## config.mk

```make
export PLATFORM = sky130hd
export DESIGN_NAME = adfc_feature_config_regs
export DESIGN_NICKNAME = d
export VERILOG_FILES = /design/src/adfc_pkg.sv /design/src/adfc_sample_latch.sv /design/src/adfc_feature_config_regs.sv
export SDC_FILE = /design/constraint.sdc
export NUM_CORES = 1
export LEC_CHECK = 0
export BUFFER_PORTS_ARGS = -buffer_cell sky130_fd_sc_hd__buf_4
export CORE_MARGIN = 4
export CORE_UTILIZATION = 52
export DETAILED_ROUTE_END_ITERATION = 8
export PLACE_DENSITY = 0.76
export SETUP_SLACK_MARGIN = 0.02
export SLEW_MARGIN = 20
export SYNTH_ARGS = -nofsm -noshare
export SYNTH_HDL_FRONTEND = slang
export SYNTH_SLANG_ARGS = --single-unit
```

## constraint.sdc

```tcl
create_clock -name i_core_clk -period 1.9 [get_ports i_core_clk]
set_input_delay 0.095 -clock i_core_clk [delete_from_list [all_inputs] [get_ports i_core_clk]]
set_output_delay 0.095 -clock i_core_clk [all_outputs]
set_load 0.02 [all_outputs]
```

## src/adfc_pkg.sv

```systemverilog
// Behaviour
// - Bits 7-6 at offset 0x20 pick the activity engine clock: oscillator, bit clock, control clock pin or custom.
// - Bits 5-4 at offset 0x20 give the external clock: 0 is 24.576, 2 is 12.288, 3 is 18.432 MHz, 1 is reserved and not to be written.
// - Bit 2 at offset 0x20 enables first-phase activity detection through the jack comparator.
// - Bits 7-6 at offset 0x23 pick the limiter input: max, second channel, first channel or average.
// - Bits 5-4 at offset 0x23 pick where gain reduction applies: both, second, first or neither.
// - Bits 7-4 at offset 0x24 enable automatic gain for channels 1 to 4.
// - Bits 3-0 at offset 0x24 enable compression for channels 1 to 4.
// - Bit 7 at offset 0x2B enables the power limiter and bits 6-4 set attenuation in 6 dB steps to -42 dB.
// - Bit 3 at offset 0x2B chooses pin plus field or the analog lookup table as attenuation source.
// - Bit 2 at offset 0x2B allows the limiter to reduce attenuation once the battery recovers.
package adfc_pkg;
  localparam logic [7:0] ADDR_CLOCK_CFG  = 8'h20;
  localparam logic [7:0] ADDR_LIMITER    = 8'h23;
  localparam logic [7:0] ADDR_GAIN_COMP  = 8'h24;
  localparam logic [7:0] ADDR_POWER_LIM  = 8'h2B;
  localparam logic [7:0] MASK_CLOCK_CFG  = 8'hF4;
  localparam logic [7:0] MASK_LIMITER    = 8'hF0;
  localparam logic [7:0] MASK_GAIN_COMP  = 8'hFF;
  localparam logic [7:0] MASK_POWER_LIM  = 8'hFC;
  localparam logic [7:0] RESET_VALUE     = 8'h00;
  localparam int         CLK_SEL_MSB     = 7;
  localparam int         CLK_SEL_LSB     = 6;
  localparam int         EXT_FREQ_MSB    = 5;
  localparam int         EXT_FREQ_LSB    = 4;
  localparam int         PH1_BIT         = 2;
  localparam int         LIM_IN_MSB      = 7;
  localparam int         LIM_IN_LSB      = 6;
  localparam int         LIM_OUT_MSB     = 5;
  localparam int         LIM_OUT_LSB     = 4;
  localparam int         PLIM_EN_BIT     = 7;
  localparam int         PLIM_ATT_MSB    = 6;
  localparam int         PLIM_ATT_LSB    = 4;
  localparam int         PLIM_SRC_BIT    = 3;
  localparam int         PLIM_REC_BIT    = 2;
  localparam logic [1:0] EXT_FREQ_RSVD   = 2'h1;
  localparam logic [5:0] ATTEN_STEP_DB   = 6'h06;
endpackage

```

## src/adfc_sample_latch.sv

```systemverilog
`timescale 1ns/1ps
// holds a field and updates it only at a sample boundary
module adfc_sample_latch
  import adfc_pkg::*;
(
  input  wire logic       i_core_clk,
  input  wire logic       i_reset,
  input  wire logic       i_sample_strobe,
  input  wire logic [7:0] i_value,
  output logic      [7:0] o_value
);
  typedef struct packed {
    logic [7:0] value;
  } adfc_latch_state_t;
  adfc_latch_state_t state;
  adfc_latch_state_t next_state;
  always_comb begin
    next_state = state;
    if (i_sample_strobe) begin
      next_state.value = i_value;
    end
  end
  always_ff @(posedge i_core_clk) begin
    if (i_reset) begin
      state.value <= RESET_VALUE;
    end else begin
      state <= next_state;
    end
  end
  assign o_value = state.value;
  chk_latch_holds: assert property (@(posedge i_core_clk) disable iff (i_reset)
    !$past(i_sample_strobe) && !$past(i_reset) |-> $stable(o_value))
    else $error("field changed off a sample boundary");
endmodule // adfc_sample_latch

```

## src/adfc_feature_config_regs.sv

```systemverilog
`timescale 1ns/1ps
module adfc_feature_config_regs
  import adfc_pkg::*;
(
  input  wire logic       i_core_clk,
  input  wire logic       i_reset,
  input  wire logic       i_reg_write,
  input  wire logic [7:0] i_reg_addr,
  input  wire logic [7:0] i_reg_wdata,
  output logic      [7:0] o_reg_rdata,
  input  wire logic       i_sample_strobe,
  output logic      [1:0] o_activity_engine_clock_select,
  output logic      [1:0] o_external_clock_frequency_select,
  output logic            o_first_phase_detect_enable,
  output logic      [1:0] o_limiter_input_select,
  output logic      [1:0] o_limiter_output_select,
  output logic      [3:0] o_auto_gain_enable,
  output logic      [3:0] o_compression_enable,
  output logic            o_power_limiter_enable,
  output logic      [2:0] o_power_limiter_attenuation,
  output logic      [5:0] o_power_limiter_attenuation_db,
  output logic            o_power_limiter_analog_source,
  output logic            o_power_limiter_recovery
);
  typedef struct packed {
    logic [7:0] clock_cfg;
    logic [7:0] limiter;
    logic [7:0] gain_comp;
    logic [7:0] power_lim;
    logic [7:0] rdata;
  } adfc_state_t;

  adfc_state_t state;
  adfc_state_t next_state;
  logic [7:0]  applied_limiter;
  logic [7:0]  applied_gain_comp;
  logic [7:0]  applied_power_lim;

  function automatic logic [7:0] read_mux(input logic [7:0] addr, input adfc_state_t s);
    logic [7:0] r;
    r = 8'h00;
    if (addr == ADDR_CLOCK_CFG) begin
      r = s.clock_cfg & MASK_CLOCK_CFG;
    end else if (addr == ADDR_LIMITER) begin
      r = s.limiter & MASK_LIMITER;
    end else if (addr == ADDR_GAIN_COMP) begin
      r = s.gain_comp & MASK_GAIN_COMP;
    end else if (addr == ADDR_POWER_LIM) begin
      r = s.power_lim & MASK_POWER_LIM;
    end
    return r;
  endfunction

  ////////////////////////////////////////////////////////////////////////////
  always_comb begin
    next_state = state;
    if (i_reg_write) begin
      if (i_reg_addr == ADDR_CLOCK_CFG) begin
        next_state.clock_cfg = i_reg_wdata & MASK_CLOCK_CFG;
      end else if (i_reg_addr == ADDR_LIMITER) begin
        next_state.limiter = i_reg_wdata & MASK_LIMITER;
      end else if (i_reg_addr == ADDR_GAIN_COMP) begin
        next_state.gain_comp = i_reg_wdata & MASK_GAIN_COMP;
      end else if (i_reg_addr == ADDR_POWER_LIM) begin
        next_state.power_lim = i_reg_wdata & MASK_POWER_LIM;
      end
    end
    next_state.rdata = read_mux(i_reg_addr, next_state);
  end

  always_ff @(posedge i_core_clk) begin
    if (i_reset) begin
      state <= '0;
    end else begin
      state <= next_state;
    end
  end

  ////////////////////////////////////////////////////////////////////////////
  // datapath fields pass the sample boundary latch
  adfc_sample_latch u_limiter_latch (
    .i_core_clk      (i_core_clk),
    .i_reset         (i_reset),
    .i_sample_strobe (i_sample_strobe),
    .i_value         (state.limiter),
    .o_value         (applied_limiter)
  );
  adfc_sample_latch u_gain_comp_latch (
    .i_core_clk      (i_core_clk),
    .i_reset         (i_reset),
    .i_sample_strobe (i_sample_strobe),
    .i_value         (state.gain_comp),
    .o_value         (applied_gain_comp)
  );
  adfc_sample_latch u_power_lim_latch (
    .i_core_clk      (i_core_clk),
    .i_reset         (i_reset),
    .i_sample_strobe (i_sample_strobe),
    .i_value         (state.power_lim),
    .o_value         (applied_power_lim)
  );

  ////////////////////////////////////////////////////////////////////////////
  assign o_reg_rdata = state.rdata;
  assign o_activity_engine_clock_select    = state.clock_cfg[CLK_SEL_MSB:CLK_SEL_LSB];
  assign o_external_clock_frequency_select = state.clock_cfg[EXT_FREQ_MSB:EXT_FREQ_LSB];
  assign o_first_phase_detect_enable       = state.clock_cfg[PH1_BIT];
  assign o_limiter_input_select            = applied_limiter[LIM_IN_MSB:LIM_IN_LSB];
  assign o_limiter_output_select           = applied_limiter[LIM_OUT_MSB:LIM_OUT_LSB];
  assign o_auto_gain_enable                = applied_gain_comp[7:4];
  assign o_compression_enable              = applied_gain_comp[3:0];
  assign o_power_limiter_enable            = applied_power_lim[PLIM_EN_BIT];
  assign o_power_limiter_attenuation       = applied_power_lim[PLIM_ATT_MSB:PLIM_ATT_LSB];
  // attenuation magnitude in dB, code times six
  assign o_power_limiter_attenuation_db    =
    6'(applied_power_lim[PLIM_ATT_MSB:PLIM_ATT_LSB] * ATTEN_STEP_DB);
  assign o_power_limiter_analog_source     = applied_power_lim[PLIM_SRC_BIT];
  assign o_power_limiter_recovery          = applied_power_lim[PLIM_REC_BIT];

  ////////////////////////////////////////////////////////////////////////////
  chk_clock_select_write: assert property (@(posedge i_core_clk) disable iff (i_reset)
    i_reg_write && i_reg_addr == ADDR_CLOCK_CFG |=>
      o_activity_engine_clock_select == $past(i_reg_wdata[7:6]))
    else $error("clock select not written");
  chk_ext_freq_write: assert property (@(posedge i_core_clk) disable iff (i_reset)
    i_reg_write && i_reg_addr == ADDR_CLOCK_CFG |=>
      o_external_clock_frequency_select == $past(i_reg_wdata[5:4]))
    else $error("frequency select not written");
  chk_phase_enable: assert property (@(posedge i_core_clk) disable iff (i_reset)
    i_reg_write && i_reg_addr == ADDR_CLOCK_CFG |=>
      o_first_phase_detect_enable == $past(i_reg_wdata[2]) && o_reg_rdata[2] == o_first_phase_detect_enable)
    else $error("phase enable mismatch");
  chk_reserved_zero: assert property (@(posedge i_core_clk) disable iff (i_reset)
    (i_reg_addr == ADDR_CLOCK_CFG |=> o_reg_rdata[3] == 1'b0 && o_reg_rdata[1:0] == 2'h0))
    else $error("reserved bits read nonzero");
  chk_limiter_route: assert property (@(posedge i_core_clk) disable iff (i_reset)
    i_sample_strobe |=> {o_limiter_input_select, o_limiter_output_select} == $past(state.limiter[7:4]))
    else $error("limiter routing not applied at boundary");
  chk_unmapped_zero: assert property (@(posedge i_core_clk) disable iff (i_reset)
    i_reg_addr == 8'h21 |=> o_reg_rdata == 8'h00)
    else $error("unmapped address read nonzero");
  chk_gain_apply: assert property (@(posedge i_core_clk) disable iff (i_reset)
    i_reg_write && i_reg_addr == ADDR_GAIN_COMP ##1 i_sample_strobe |=>
      {o_auto_gain_enable, o_compression_enable} == $past(i_reg_wdata, 2))
    else $error("gain enables not applied");
  chk_atten_db: assert property (@(posedge i_core_clk) disable iff (i_reset)
    o_power_limiter_attenuation == 3'h7 |-> o_power_limiter_attenuation_db == 6'h2A)
    else $error("attenuation scale wrong");

  ////////////////////////////////////////////////////////////////////////////
  // clock group follows the register directly
  chk_clock_select_hold: assert property (@(posedge i_core_clk) disable iff (i_reset)
    !(i_reg_write && i_reg_addr == ADDR_CLOCK_CFG) |=>
      $stable(o_activity_engine_clock_select))
    else $error("clock select moved without a write");
  chk_ext_freq_hold: assert property (@(posedge i_core_clk) disable iff (i_reset)
    !(i_reg_write && i_reg_addr == ADDR_CLOCK_CFG) |=>
      $stable(o_external_clock_frequency_select))
    else $error("frequency select moved without a write");
  chk_phase_hold: assert property (@(posedge i_core_clk) disable iff (i_reset)
    !(i_reg_write && i_reg_addr == ADDR_CLOCK_CFG) |=>
      $stable(o_first_phase_detect_enable))
    else $error("phase enable moved without a write");
  chk_clock_readback: assert property (@(posedge i_core_clk) disable iff (i_reset)
    i_reg_addr == ADDR_CLOCK_CFG |=> o_reg_rdata == {o_activity_engine_clock_select,
      o_external_clock_frequency_select, 1'b0, o_first_phase_detect_enable, 2'h0})
    else $error("clock register readback differs from fields");
  chk_clock_masked: assert property (@(posedge i_core_clk) disable iff (i_reset)
    i_reg_write && i_reg_addr == ADDR_CLOCK_CFG |=>
      o_reg_rdata == ($past(i_reg_wdata) & MASK_CLOCK_CFG))
    else $error("clock register kept a reserved bit");
  chk_reset_clock: assert property (@(posedge i_core_clk)
    i_reset |=> o_activity_engine_clock_select == 2'h0 &&
      o_external_clock_frequency_select == 2'h0 && !o_first_phase_detect_enable)
    else $error("clock group not cleared by reset");

  ////////////////////////////////////////////////////////////////////////////
  // limiter routing moves only at a sample boundary
  chk_limiter_in_apply: assert property (@(posedge i_core_clk) disable iff (i_reset)
    i_reg_write && i_reg_addr == ADDR_LIMITER ##1 i_sample_strobe |=>
      o_limiter_input_select == $past(i_reg_wdata[7:6], 2))
    else $error("limiter input not applied");
  chk_limiter_out_apply: assert property (@(posedge i_core_clk) disable iff (i_reset)
    i_reg_write && i_reg_addr == ADDR_LIMITER ##1 i_sample_strobe |=>
      o_limiter_output_select == $past(i_reg_wdata[5:4], 2))
    else $error("limiter output not applied");
  chk_limiter_hold: assert property (@(posedge i_core_clk) disable iff (i_reset)
    !i_sample_strobe |=>
      $stable(o_limiter_input_select) && $stable(o_limiter_output_select))
    else $error("limiter routing moved off a sample boundary");
  chk_limiter_masked: assert property (@(posedge i_core_clk) disable iff (i_reset)
    i_reg_write && i_reg_addr == ADDR_LIMITER |=>
      o_reg_rdata == ($past(i_reg_wdata) & MASK_LIMITER))
    else $error("limiter register kept a reserved bit");
  chk_limiter_reserved: assert property (@(posedge i_core_clk) disable iff (i_reset)
    i_reg_addr == ADDR_LIMITER |=>
      o_reg_rdata[3:0] == 4'h0)
    else $error("limiter reserved bits read nonzero");
  chk_limiter_readback: assert property (@(posedge i_core_clk) disable iff (i_reset)
    i_reg_addr == ADDR_LIMITER && !i_reg_write |=>
      o_reg_rdata == $past(state.limiter))
    else $error("limiter readback differs from register");
  chk_reset_route: assert property (@(posedge i_core_clk)
    i_reset |=>
      o_limiter_input_select == 2'h0 && o_limiter_output_select == 2'h0)
    else $error("limiter routing not cleared by reset");

  ////////////////////////////////////////////////////////////////////////////
  // per-channel enables move only at a sample boundary
  chk_compress_apply: assert property (@(posedge i_core_clk) disable iff (i_reset)
    i_reg_write && i_reg_addr == ADDR_GAIN_COMP ##1 i_sample_strobe |=>
      o_compression_enable == $past(i_reg_wdata[3:0], 2))
    else $error("compression enables not applied");
  chk_gain_hold: assert property (@(posedge i_core_clk) disable iff (i_reset)
    !i_sample_strobe |=>
      $stable(o_auto_gain_enable))
    else $error("gain enables moved off a sample boundary");
  chk_compress_hold: assert property (@(posedge i_core_clk) disable iff (i_reset)
    !i_sample_strobe |=>
      $stable(o_compression_enable))
    else $error("compression enables moved off a sample boundary");
  chk_gain_readback: assert property (@(posedge i_core_clk) disable iff (i_reset)
    i_reg_write && i_reg_addr == ADDR_GAIN_COMP |=>
      o_reg_rdata == $past(i_reg_wdata))
    else $error("enable register write not read back");
  chk_gain_readback_idle: assert property (@(posedge i_core_clk) disable iff (i_reset)
    i_reg_addr == ADDR_GAIN_COMP && !i_reg_write |=>
      o_reg_rdata == $past(state.gain_comp))
    else $error("enable readback differs from register");
  chk_gain_strobe: assert property (@(posedge i_core_clk) disable iff (i_reset)
    i_sample_strobe |=>
      o_auto_gain_enable == $past(state.gain_comp[7:4]))
    else $error("gain enables not taken at boundary");
  chk_compress_strobe: assert property (@(posedge i_core_clk) disable iff (i_reset)
    i_sample_strobe |=>
      o_compression_enable == $past(state.gain_comp[3:0]))
    else $error("compression enables not taken at boundary");
  chk_reset_enables: assert property (@(posedge i_core_clk)
    i_reset |=>
      o_auto_gain_enable == 4'h0 && o_compression_enable == 4'h0)
    else $error("channel enables not cleared by reset");

  ////////////////////////////////////////////////////////////////////////////
  // power limiter fields move only at a sample boundary
  chk_power_enable: assert property (@(posedge i_core_clk) disable iff (i_reset)
    i_reg_write && i_reg_addr == ADDR_POWER_LIM ##1 i_sample_strobe |=>
      o_power_limiter_enable == $past(i_reg_wdata[7], 2))
    else $error("power limiter enable not applied");
  chk_power_atten: assert property (@(posedge i_core_clk) disable iff (i_reset)
    i_reg_write && i_reg_addr == ADDR_POWER_LIM ##1 i_sample_strobe |=>
      o_power_limiter_attenuation == $past(i_reg_wdata[6:4], 2))
    else $error("power limiter attenuation not applied");
  chk_power_source: assert property (@(posedge i_core_clk) disable iff (i_reset)
    i_reg_write && i_reg_addr == ADDR_POWER_LIM ##1 i_sample_strobe |=>
      o_power_limiter_analog_source == $past(i_reg_wdata[3], 2))
    else $error("power limiter source not applied");
  chk_power_recovery: assert property (@(posedge i_core_clk) disable iff (i_reset)
    i_reg_write && i_reg_addr == ADDR_POWER_LIM ##1 i_sample_strobe |=>
      o_power_limiter_recovery == $past(i_reg_wdata[2], 2))
    else $error("power limiter recovery not applied");
  chk_power_hold: assert property (@(posedge i_core_clk) disable iff (i_reset)
    !i_sample_strobe |=>
      $stable(o_power_limiter_enable) && $stable(o_power_limiter_attenuation))
    else $error("power limiter level moved off a sample boundary");
  chk_power_mode_hold: assert property (@(posedge i_core_clk) disable iff (i_reset)
    !i_sample_strobe |=>
      $stable(o_power_limiter_analog_source) && $stable(o_power_limiter_recovery))
    else $error("power limiter mode moved off a sample boundary");
  chk_power_masked: assert property (@(posedge i_core_clk) disable iff (i_reset)
    i_reg_write && i_reg_addr == ADDR_POWER_LIM |=>
      o_reg_rdata == ($past(i_reg_wdata) & MASK_POWER_LIM))
    else $error("power limiter register kept a reserved bit");
  chk_power_reserved: assert property (@(posedge i_core_clk) disable iff (i_reset)
    i_reg_addr == ADDR_POWER_LIM |=>
      o_reg_rdata[1:0] == 2'h0)
    else $error("power limiter reserved bits read nonzero");
  chk_power_readback: assert property (@(posedge i_core_clk) disable iff (i_reset)
    i_reg_addr == ADDR_POWER_LIM && !i_reg_write |=>
      o_reg_rdata == $past(state.power_lim))
    else $error("power limiter readback differs from register");
  chk_reset_power: assert property (@(posedge i_core_clk)
    i_reset |=> !o_power_limiter_enable && o_power_limiter_attenuation == 3'h0 &&
      !o_power_limiter_analog_source && !o_power_limiter_recovery)
    else $error("power limiter not cleared by reset");

  ////////////////////////////////////////////////////////////////////////////
  // attenuation magnitude, one check per code from zero to six
  chk_atten_code_zero: assert property (@(posedge i_core_clk) disable iff (i_reset)
    o_power_limiter_attenuation == 3'h0 |-> o_power_limiter_attenuation_db == 6'h00)
    else $error("attenuation scale wrong at code zero");
  chk_atten_code_one: assert property (@(posedge i_core_clk) disable iff (i_reset)
    o_power_limiter_attenuation == 3'h1 |-> o_power_limiter_attenuation_db == 6'h06)
    else $error("attenuation scale wrong at code one");
  chk_atten_code_two: assert property (@(posedge i_core_clk) disable iff (i_reset)
    o_power_limiter_attenuation == 3'h2 |-> o_power_limiter_attenuation_db == 6'h0C)
    else $error("attenuation scale wrong at code two");
  chk_atten_code_three: assert property (@(posedge i_core_clk) disable iff (i_reset)
    o_power_limiter_attenuation == 3'h3 |-> o_power_limiter_attenuation_db == 6'h12)
    else $error("attenuation scale wrong at code three");
  chk_atten_code_four: assert property (@(posedge i_core_clk) disable iff (i_reset)
    o_power_limiter_attenuation == 3'h4 |-> o_power_limiter_attenuation_db == 6'h18)
    else $error("attenuation scale wrong at code four");
  chk_atten_code_five: assert property (@(posedge i_core_clk) disable iff (i_reset)
    o_power_limiter_attenuation == 3'h5 |-> o_power_limiter_attenuation_db == 6'h1E)
    else $error("attenuation scale wrong at code five");
  chk_atten_code_six: assert property (@(posedge i_core_clk) disable iff (i_reset)
    o_power_limiter_attenuation == 3'h6 |-> o_power_limiter_attenuation_db == 6'h24)
    else $error("attenuation scale wrong at code six");

  ////////////////////////////////////////////////////////////////////////////
  // unmapped addresses neither store nor return data
  chk_unmapped_ignore: assert property (@(posedge i_core_clk) disable iff (i_reset)
    i_reg_write && i_reg_addr == 8'h21 |=>
      state.clock_cfg == $past(state.clock_cfg) && state.limiter == $past(state.limiter) &&
      state.gain_comp == $past(state.gain_comp) && state.power_lim == $past(state.power_lim))
    else $error("unmapped write changed a register");
  chk_unmapped_read: assert property (@(posedge i_core_clk) disable iff (i_reset)
    i_reg_addr != ADDR_CLOCK_CFG && i_reg_addr != ADDR_LIMITER &&
      i_reg_addr != ADDR_GAIN_COMP && i_reg_addr != ADDR_POWER_LIM |=> o_reg_rdata == 8'h00)
    else $error("unmapped read returned data");
  chk_reset_rdata: assert property (@(posedge i_core_clk)
    i_reset |=>
      o_reg_rdata == 8'h00)
    else $error("read data not cleared by reset");
endmodule // adfc_feature_config_regs

```

# Word-level counts from Yosys, hierarchy flattened
# Cells that the tools add are included.
# totals
elab_cells	27
reg_bits	49
input_bits	20
out_inout_bits	37
# classes
mux	12
n_reduce_logical	1
n_eq_ne	4
mul	1
# ops
op	count
two-way mux 8 bit	9
equality test 8 x 6 -> 1 bit, second input constant	4
two-way mux 32 bit	1
two-way mux 24 bit	1
two-way mux 16 bit	1
multiplier 3 x 2 -> 5 bit, second input constant	1
OR reduction 3 bit	1

# Longest topological paths before layout
# Gate-level depths: netlist (run 1).
# logic_depth
ltp_word	10
depth_mapped	6
mapped_depth_nobuf	4

# By module
# From an unflattened synthesis (run 1), not the netlist that was laid out.
# hier_totals
hier_cells	248
hier_area_um2	2469.9
# by_module_without_submodules
module	seq_area_each_um2	area_per_inst_um2	instances	cells_per_inst
adfc_feature_config_regs	620.6	1614.0	1	170
adfc_sample_latch	160.2	285.3	3	26

# Worst setup path before layout (run 1)
# No wires, ideal clock.
# synth_path
path_kind	input -> register
from	input i_reg_addr[2]
to	register state[16] (netlist name)
slack_ps	352
t_required_ps	1772
path_buffers	2
arrival_ps	1421
cell_stages	6
setup_time_ps	128
path_cell_list	buf_6 -> or4b_1 -> buf_2 -> nor3_4 -> mux2i_1 -> nor2_1
# synth_via
elab_chain_len	5
elab_cells_between_ends	7
cone_classes	3 x eq/ne; 4 x mux
# synth_rtl
item	line_no	rtl
start: declaration	adfc_feature_config_regs.sv:8	input wire logic [7:0] i_reg_addr,
equality test 8 x 6 -> 1 bit	adfc_feature_config_regs.sv:62	end else if (i_reg_addr == ADDR_GAIN_COMP) begin
two-way mux 8 bit	adfc_feature_config_regs.sv:62	
two-way mux 16 bit	adfc_feature_config_regs.sv:60	end else if (i_reg_addr == ADDR_LIMITER) begin
two-way mux 24 bit (*)	adfc_feature_config_regs.sv:58	if (i_reg_addr == ADDR_CLOCK_CFG) begin
two-way mux 32 bit (*)	adfc_feature_config_regs.sv:57	if (i_reg_write) begin
end signal: assignment	adfc_feature_config_regs.sv:75	state <= next_state;
end: declaration	adfc_feature_config_regs.sv:33	adfc_state_t state;
# Every way passes the cells marked *; elsewhere a longest branch is shown, timed or not.
# A chain may end at the register's enable or synchronous reset.

# Worst setup path after layout (run 1)
# layout_path
from	register u_power_lim_latch.state (netlist bit u_power_lim_latch.o_value[5])
to	output o_power_limiter_attenuation_db[4]
# layout_via
elab_chain_len	1
# layout_rtl
item	line_no	rtl
start: declaration	adfc_sample_latch.sv:15	adfc_latch_state_t state;
start signal: assignment	adfc_sample_latch.sv:27	state <= next_state;
multiplier 3 x 2 -> 5 bit	adfc_feature_config_regs.sv:116	6'(applied_power_lim[PLIM_ATT_MSB:PLIM_ATT_LSB] * ATTEN_STEP_DB);
end: declaration	adfc_feature_config_regs.sv:21	output logic [5:0] o_power_limiter_attenuation_db,
# No other way between the ends.

==> results of run 1 <==
-- metal layers --
| metal | vias to the layer above | track usage, % | wire length [um] |
|---|---|---|---|
| met1 | 811 | 25.6 | 2320 |
| met2 | 57 | 30.4 | 2240 |
| met3 | 9 | 5.68 | 353 |
| met5 | - | 0 | 0 |
| met4 | 0 | 7.24 | 87 |
| li1 | 878 | - | - |
-- metrics by stage --
step,std cells,util [%],setup slack [ns]
final,327,66.6,0.176
after global routing,327,66.6,0.105
after CTS,327,66.6,0.164
after detailed placement,319,63.8,0.187
after global placement,319,63.8,0.281
after floorplan,234,-,0.352
-- final timing paths --
check / start / to / cells past startpoint
worst max-delay path: u_power_lim_latch.o_value[5] / o_power_limiter_attenuation_db[4] / 4
worst min register to register: u_limiter_latch.o_value[7] / u_limiter_latch.o_value[7] / 2
worst max register to register: state[12] / o_reg_rdata[4] / 4
worst min-delay path: i_reg_wdata[0] / state[16] / 3
-- cells in the final DEF (no fill, tap or decap), drive strengths merged, types with 4 or more instances in the layout --
| cell | Yosys | layout |
|---|---|---|
| buf | 19 | 60 |
| dfxtp | 49 | 49 |
| mux2i | 48 | 48 |
| nor2 | 43 | 43 |
| nand2 | 10 | 10 |
| inv | 7 | 8 |
| a21oi | 5 | 5 |
| o21ai | 5 | 5 |
| clkbuf | 6 | 5 |
| and2 | 4 | 4 |
| a222oi | 4 | 4 |
| o22ai | 4 | 4 |
| nor3 | 4 | 4 |
-- synthesized netlist by cell type (3+ instances only) --
| library cell | count | area, um2 |
|---|---|---|
| o22ai_1 | 4 | 25.0 |
| ha_1 | 3 | 37.5 |
| clkbuf_1 | 6 | 22.5 |
| mux2i_1 | 48 | 480 |
| a21oi_1 | 5 | 25.0 |
| inv_1 | 7 | 26.3 |
| buf_4 | 14 | 105 |
| dfxtp_1 | 49 | 981 |
| o21ai_0 | 5 | 25.0 |
| a222oi_1 | 4 | 40.0 |
| nand2_1 | 10 | 37.5 |
| nor3_1 | 3 | 15.0 |
| and2_1 | 4 | 25.0 |
| nor2_1 | 43 | 161 |
-- cell families after synthesis --
group / count (synthesis) / share of synthesized area (%)
xor+xnor: 1 / 0.386
other cells: 1 / 0.165
compound gates: 22 / 6.50
fa+ha+maj: 4 / 2.53
simple gates: 75 / 17.0
buf+inv: 32 / 8.04
mux: 50 / 22.1
flops: 49 / 43.2
-- critical path, delay by kind of cell (launching register included) --
family,cells,cell delay (ns)
buf+inv,1,0.16
fa+ha+maj,2,0.62
xor+xnor,1,0.15
flops,1,0.39
-- layout make-up --
class / count / area (um2) / share of cell area [%]
multi-input combinational: 153 / 1110 / 40.4
sequential: 49 / 981 / 35.8
inverter: 7 / 26.3 / 0.959
timing repair buffer: 60 / 450 / 16.4
clock inverter: 3 / 43.8 / 1.60
tap: 50 / 62.6 / 2.28
clock buffer: 5 / 68.8 / 2.51
-- sequential cells by signal, summed over array words and instances, names as in the netlist --
| name | count |
|---|---|
| u_power_lim_latch.o_value | 6 |
| o_external_clock_frequency_select | 2 |
| o_reg_rdata | 8 |
| u_limiter_latch.o_value | 4 |
| state | 18 |
| o_first_phase_detect_enable | 1 |
| o_activity_engine_clock_select | 2 |
| u_gain_comp_latch.o_value | 8 |
-- power groups by stage --
| stage | clock [mW] | sequential (mW) | combinational [mW] |
|---|---|---|---|
| 2_1_floorplan | 0 | 1.05 | 0.0849 |
| 3_3_place_gp | 0 | 1.05 | 0.141 |
| 3_5_place_dp | 0 | 1.05 | 0.142 |
| 4_1_cts | 0.765 | 1.03 | 0.143 |
| 5_1_grt | 0.804 | 1.03 | 0.155 |
| 6_report | 0.752 | 1.03 | 0.143 |
==> metrics.csv, run 1 <==
metric,value,unit
Post-CTS Resized,0,
arrival time at the worst endpoint,1.63,ns
RePlAce Congestion,0.870,
Placed Area,2630,um2
# clock sinks,49,
Finished Cell Area,2740,um2
Switching Fraction,23.0,%
wire per inst,15.3,um
row count,23,
gr ovfl total,0,
sequential share of the synthesized area,43.2,%
root buf cell,clkbuf_8,
cts bufs inserted,5,
H-tree depth,2,
ratio of cells with drive above 1 in the final layout,28.2,%
"Avg Cell Area, Syn",9.70,um2
max-cap violations,0,
die area,5490,um2
Reg power frac,53.4,%
Post-CTS Setup Bufs,0,
largest net degree at the start of global routing,43,
drt pass-1 iters,5,
Final Hold Vio Count,0,
initial antenna violation count,0,
number of global-route vias before repair,1664,
fillcell total,329,
clock network power share,39.1,%
internal power,1.48,mW
Final period util,90.8,%
critical path peak fanout,6,
final setup TNS,0,ns
"slowest stage delay, CP",0.39,ns
syn nets,258,
Hold Slack,0.0480,ns
CTS tree,done,
"Hold-fix buffers, CTS",0,
pwr/cell area,702,nW/um2
Leak,1.28,nW
Worst R2R Setup Slack,0.85,ns
Min-Delay Path Class,in -> reg,
final WL,5.01,mm
first-pass GRT wire length,8.15,mm
top_reg_cell synth,dfxtp_1,
Max Fclk,580,MHz
#FFs+latches synth,49,
synthesized cell area,2270,um2
ys async rst share,0,%
# diodes,0,
port buffer count,55,
Die Y,74.1,um
combinational group share of total power,7.4,%
HPWL Detailed,3.63,mm
Die Width,74.1,um
Final Setup Violations,0,
YS warnings,0,
"Clk Latency, worst-skew pair",0.30,ns
area grow syn2layout,20.7,%
"Distinct cells, synth",38,
fin. max-slew vios,0,
Worst-path clk slew,0.09,ns
Pwr Total,1.92,mW
Slowest cell on crit path,dfxtp_1,
core box area,4120,um2
total track usage,19.5,%
Psw,0.442,mW
RSZ-0062 raised after global routing,false,
Worst Clk Skew,0.00668,ns
Initial Util,55.2,%
post-route ant nets,0,
status,"finished, final reports clean",
Post-synth EDFFs,0,
number of remaining DRC errors,0,
vias per cell,5.37,
Max IR drop VDD,0.395,mV
CP Capture Type,output pin,
"critical path, cell by cell",ha_1 -> fa_1 -> xor2_1 -> buf_4,
Layout Nets,300,
CP required,1.80,ns
post-synthesis cell count,234,
WS Path Type,reg -> out,
io pins,57,
CP Launch Type,register,
min Tclk post-route,1.72,ns
Via Count,1755,
Clock Path Buffers,2,
drt initial violations,175,
(Power assumes the default switching activity.)
==> run 2: changes to the inputs <==
--- a/config.mk
+++ b/config.mk
@@ -6,6 +6,7 @@
 export NUM_CORES = 1
 export LEC_CHECK = 0
 export BUFFER_PORTS_ARGS = -buffer_cell sky130_fd_sc_hd__buf_4
+export CORE_ASPECT_RATIO = 2
 export CORE_MARGIN = 4
 export CORE_UTILIZATION = 52
 export DETAILED_ROUTE_END_ITERATION = 8
==> run 2 against run 1 <==
  * Clock-buffer cell count rose by 3
  * Combinational power about the same
  * Die area rose by 1.2%
  * Setup slack improved by 0.0079 ns
  * Largest cell class unchanged
  * Highest routed layer unchanged
==> metrics.csv, run 2 (synthesized netlist as in run 1, its figures left out) <==
metric,value,unit,change
number of remaining DRC errors,0,,unchanged
slack of the critical path,0.184,ns,was 0.176 ns
first-pass GRT wire length,8.09,mm,was 8.15 mm
initial antenna violation count,0,,unchanged
CP required,1.80,ns,about the same
reg2reg end,o_reg_rdata[2],,was o_reg_rdata[4]
max-cap violations,0,,unchanged
Non-Filler Instances,328,,was 327
post-route ant nets,0,,unchanged
Finished Cell Area,2700,um2,was 2740 um2
number of global-route vias before repair,1680,,was 1664
wire per inst,15.2,um,was 15.3 um
pwr/cell area,647,nW/um2,was 702 nW/um2
io pins,57,,unchanged
placed insts,320,,was 319
row count,33,,was 23
"commonest non-fill, non-tap cell in the layout",buf_4,,unchanged
Via Count,1739,,was 1755
vias per cell,5.30,,was 5.37
ratio of cells with drive above 1 in the final layout,26.8,%,was 28.2%
CP Capture Type,output pin,,unchanged
total track usage,20.0,%,was 19.5%
final WL,4.98,mm,was 5.01 mm
fillcell total,355,,was 329
drt initial violations,43,,was 175
Switching Fraction,22.9,%,was 23.0%
root buf cell,clkbuf_8,,unchanged
clock network power share,33.2,%,was 39.1%
Initial Util,54.5,%,was 55.2%
die area,5550,um2,was 5490 um2
WS Path Type,reg -> out,,unchanged
Worst-path clk slew,0.08,ns,was 0.09 ns
Clock Path Buffers,2,,unchanged
Reg-to-Reg Start,o_first_phase_detect_enable,,was state[12]
status,"finished, final reports clean",,unchanged
Min-Delay Path Class,in -> reg,,unchanged
most frequent cells in the layout,"buf_4 (59), dfxtp_1 (49), mux2i_1 (48), nor2_1 (43), nand2_1 (10)",,"was buf_4 (60), dfxtp_1 (49), mux2i_1 (48), nor2_1 (43), nand2_1 (10)"
Post-CTS Resized,0,,unchanged
Pwr Total,1.75,mW,was 1.92 mW
internal power,1.35,mW,was 1.48 mW
# clock sinks,49,,unchanged
dpl ws,0.115,ns,was 0.187 ns
Placed Area,2620,um2,was 2630 um2
"Endpoint, Worst Hold",state[17],,was state[16]
Worst Clk Skew,0.00301,ns,was 0.00668 ns
"critical path, cell by cell",ha_1 -> fa_1 -> xor2_1 -> buf_4,,unchanged
Leak,1.26,nW,was 1.28 nW
H-tree depth,2,,unchanged
Max IR drop VDD,0.552,mV,was 0.395 mV
Slowest cell on crit path,dfxtp_1,,unchanged
min Tclk post-route,1.72,ns,about the same
Layout Nets,299,,was 300
Die Y,101,um,was 74.1 um
core box area,4170,um2,was 4120 um2
fin. max-slew vios,0,,unchanged
RePlAce Congestion,0.903,,was 0.870
CTS tree,done,,unchanged
arrival time at the worst endpoint,1.62,ns,was 1.63 ns
Die Width,54.7,um,was 74.1 um
"Hold-fix buffers, CTS",0,,unchanged
most flop-heavy register,state,,unchanged
Final period util,90.3,%,was 90.8%
Post-CTS Setup Bufs,0,,unchanged
hold path start,i_reg_wdata[1],,was i_reg_wdata[0]
combinational group share of total power,8.1,%,was 7.4%
drt pass-1 iters,4,,was 5
Largest register FFs,18,,unchanged
RSZ-0062 raised after global routing,false,,unchanged
cts bufs inserted,5,,unchanged
gr ovfl total,0,,unchanged
Psw,0.401,mW,was 0.442 mW
"slowest stage delay, CP",0.39,ns,about the same
hold depth,3,,unchanged
Max Fclk,583,MHz,was 580 MHz
Reg power frac,58.8,%,was 53.4%
CP Launch Type,register,,unchanged
Worst R2R Setup Slack,0.84,ns,was 0.85 ns
critical path peak fanout,6,,unchanged
# diodes,0,,unchanged
Final Hold Vio Count,0,,unchanged
HPWL Detailed,3.81,mm,was 3.63 mm
"Clk Latency, worst-skew pair",0.30,ns,about the same
port buffer count,55,,unchanged
final setup TNS,0,ns,unchanged
largest net degree at the start of global routing,42,,was 43
R2R cell count,4,,unchanged
area grow syn2layout,19.0,%,was 20.7%
Final Setup Violations,0,,unchanged
[run 2: cell types whose count changed in the layout (fill, tap and decap cells not counted), sizes merged]
cell,change
clkbuf,+3
bufinv,-1
clkinv,-1
inv,-1
buf,-1
[run 2: power by group through the flow]
stage,combinational [mW],sequential (mW),clock [mW]
finish,0.141,1.03,0.580
global route,0.154,1.03,0.634
CTS,0.141,1.03,0.600
detailed placement,0.141,1.05,0
global placement,0.140,1.05,0
floorplan,0.0849,1.05,0
[run 2: per-stage QoR]
stage / hold slack (ns) / util, %
after global placement: 0.341 / 62.9
after CTS: 0.0396 / 64.8
after detailed placement: 0.353 / 62.9
final: 0.0481 / 64.8
after floorplan: 0.239 / -
after global routing: 0.0383 / 64.8
[run 2: worst max path at each step]
stage               slack [ns]                           endpoint  cells after the start                    startpoint
floorplan                 0.35                          state[16]                      6                 i_reg_addr[2]
detailed placement        0.11                     o_reg_rdata[4]                      5                 i_reg_addr[4]
global placement          0.08                     o_reg_rdata[4]                      5                 i_reg_addr[4]
finish                    0.18  o_power_limiter_attenuation_db[4]                      4  u_power_lim_latch.o_value[5]
global route              0.09  o_power_limiter_attenuation_db[4]                      4  u_power_lim_latch.o_value[5]
CTS                       0.17  o_power_limiter_attenuation_db[4]                      4  u_power_lim_latch.o_value[5]
[run 2: layout make-up]
class / instances / area, um2 / share of cell area, %
timing repair buffer: 59 / 443 / 16.4
sequential: 49 / 981 / 36.3
tap: 52 / 65.1 / 2.41
multi-input combinational: 153 / 1110 / 41.0
clock buffer: 8 / 80.1 / 2.96
inverter: 7 / 26.3 / 0.972
[run 2: per-layer routing]
layer / track usage (%) / vias to the layer above / part of all wire [%]
met1: 22.6 / 809 / 36
met5: 0 / - / 0
met3: 4.27 / 13 / 4.1
met2: 33.9 / 48 / 57
li1: - / 869 / -
met4: 9.79 / 0 / 3.1
[run 2: critical path: cells and delay by family (launching register included)]
kind | cells | cell delay [ns]
fa+ha+maj | 2 | 0.62
flops | 1 | 0.39
buf+inv | 1 | 0.16
xor+xnor | 1 | 0.15
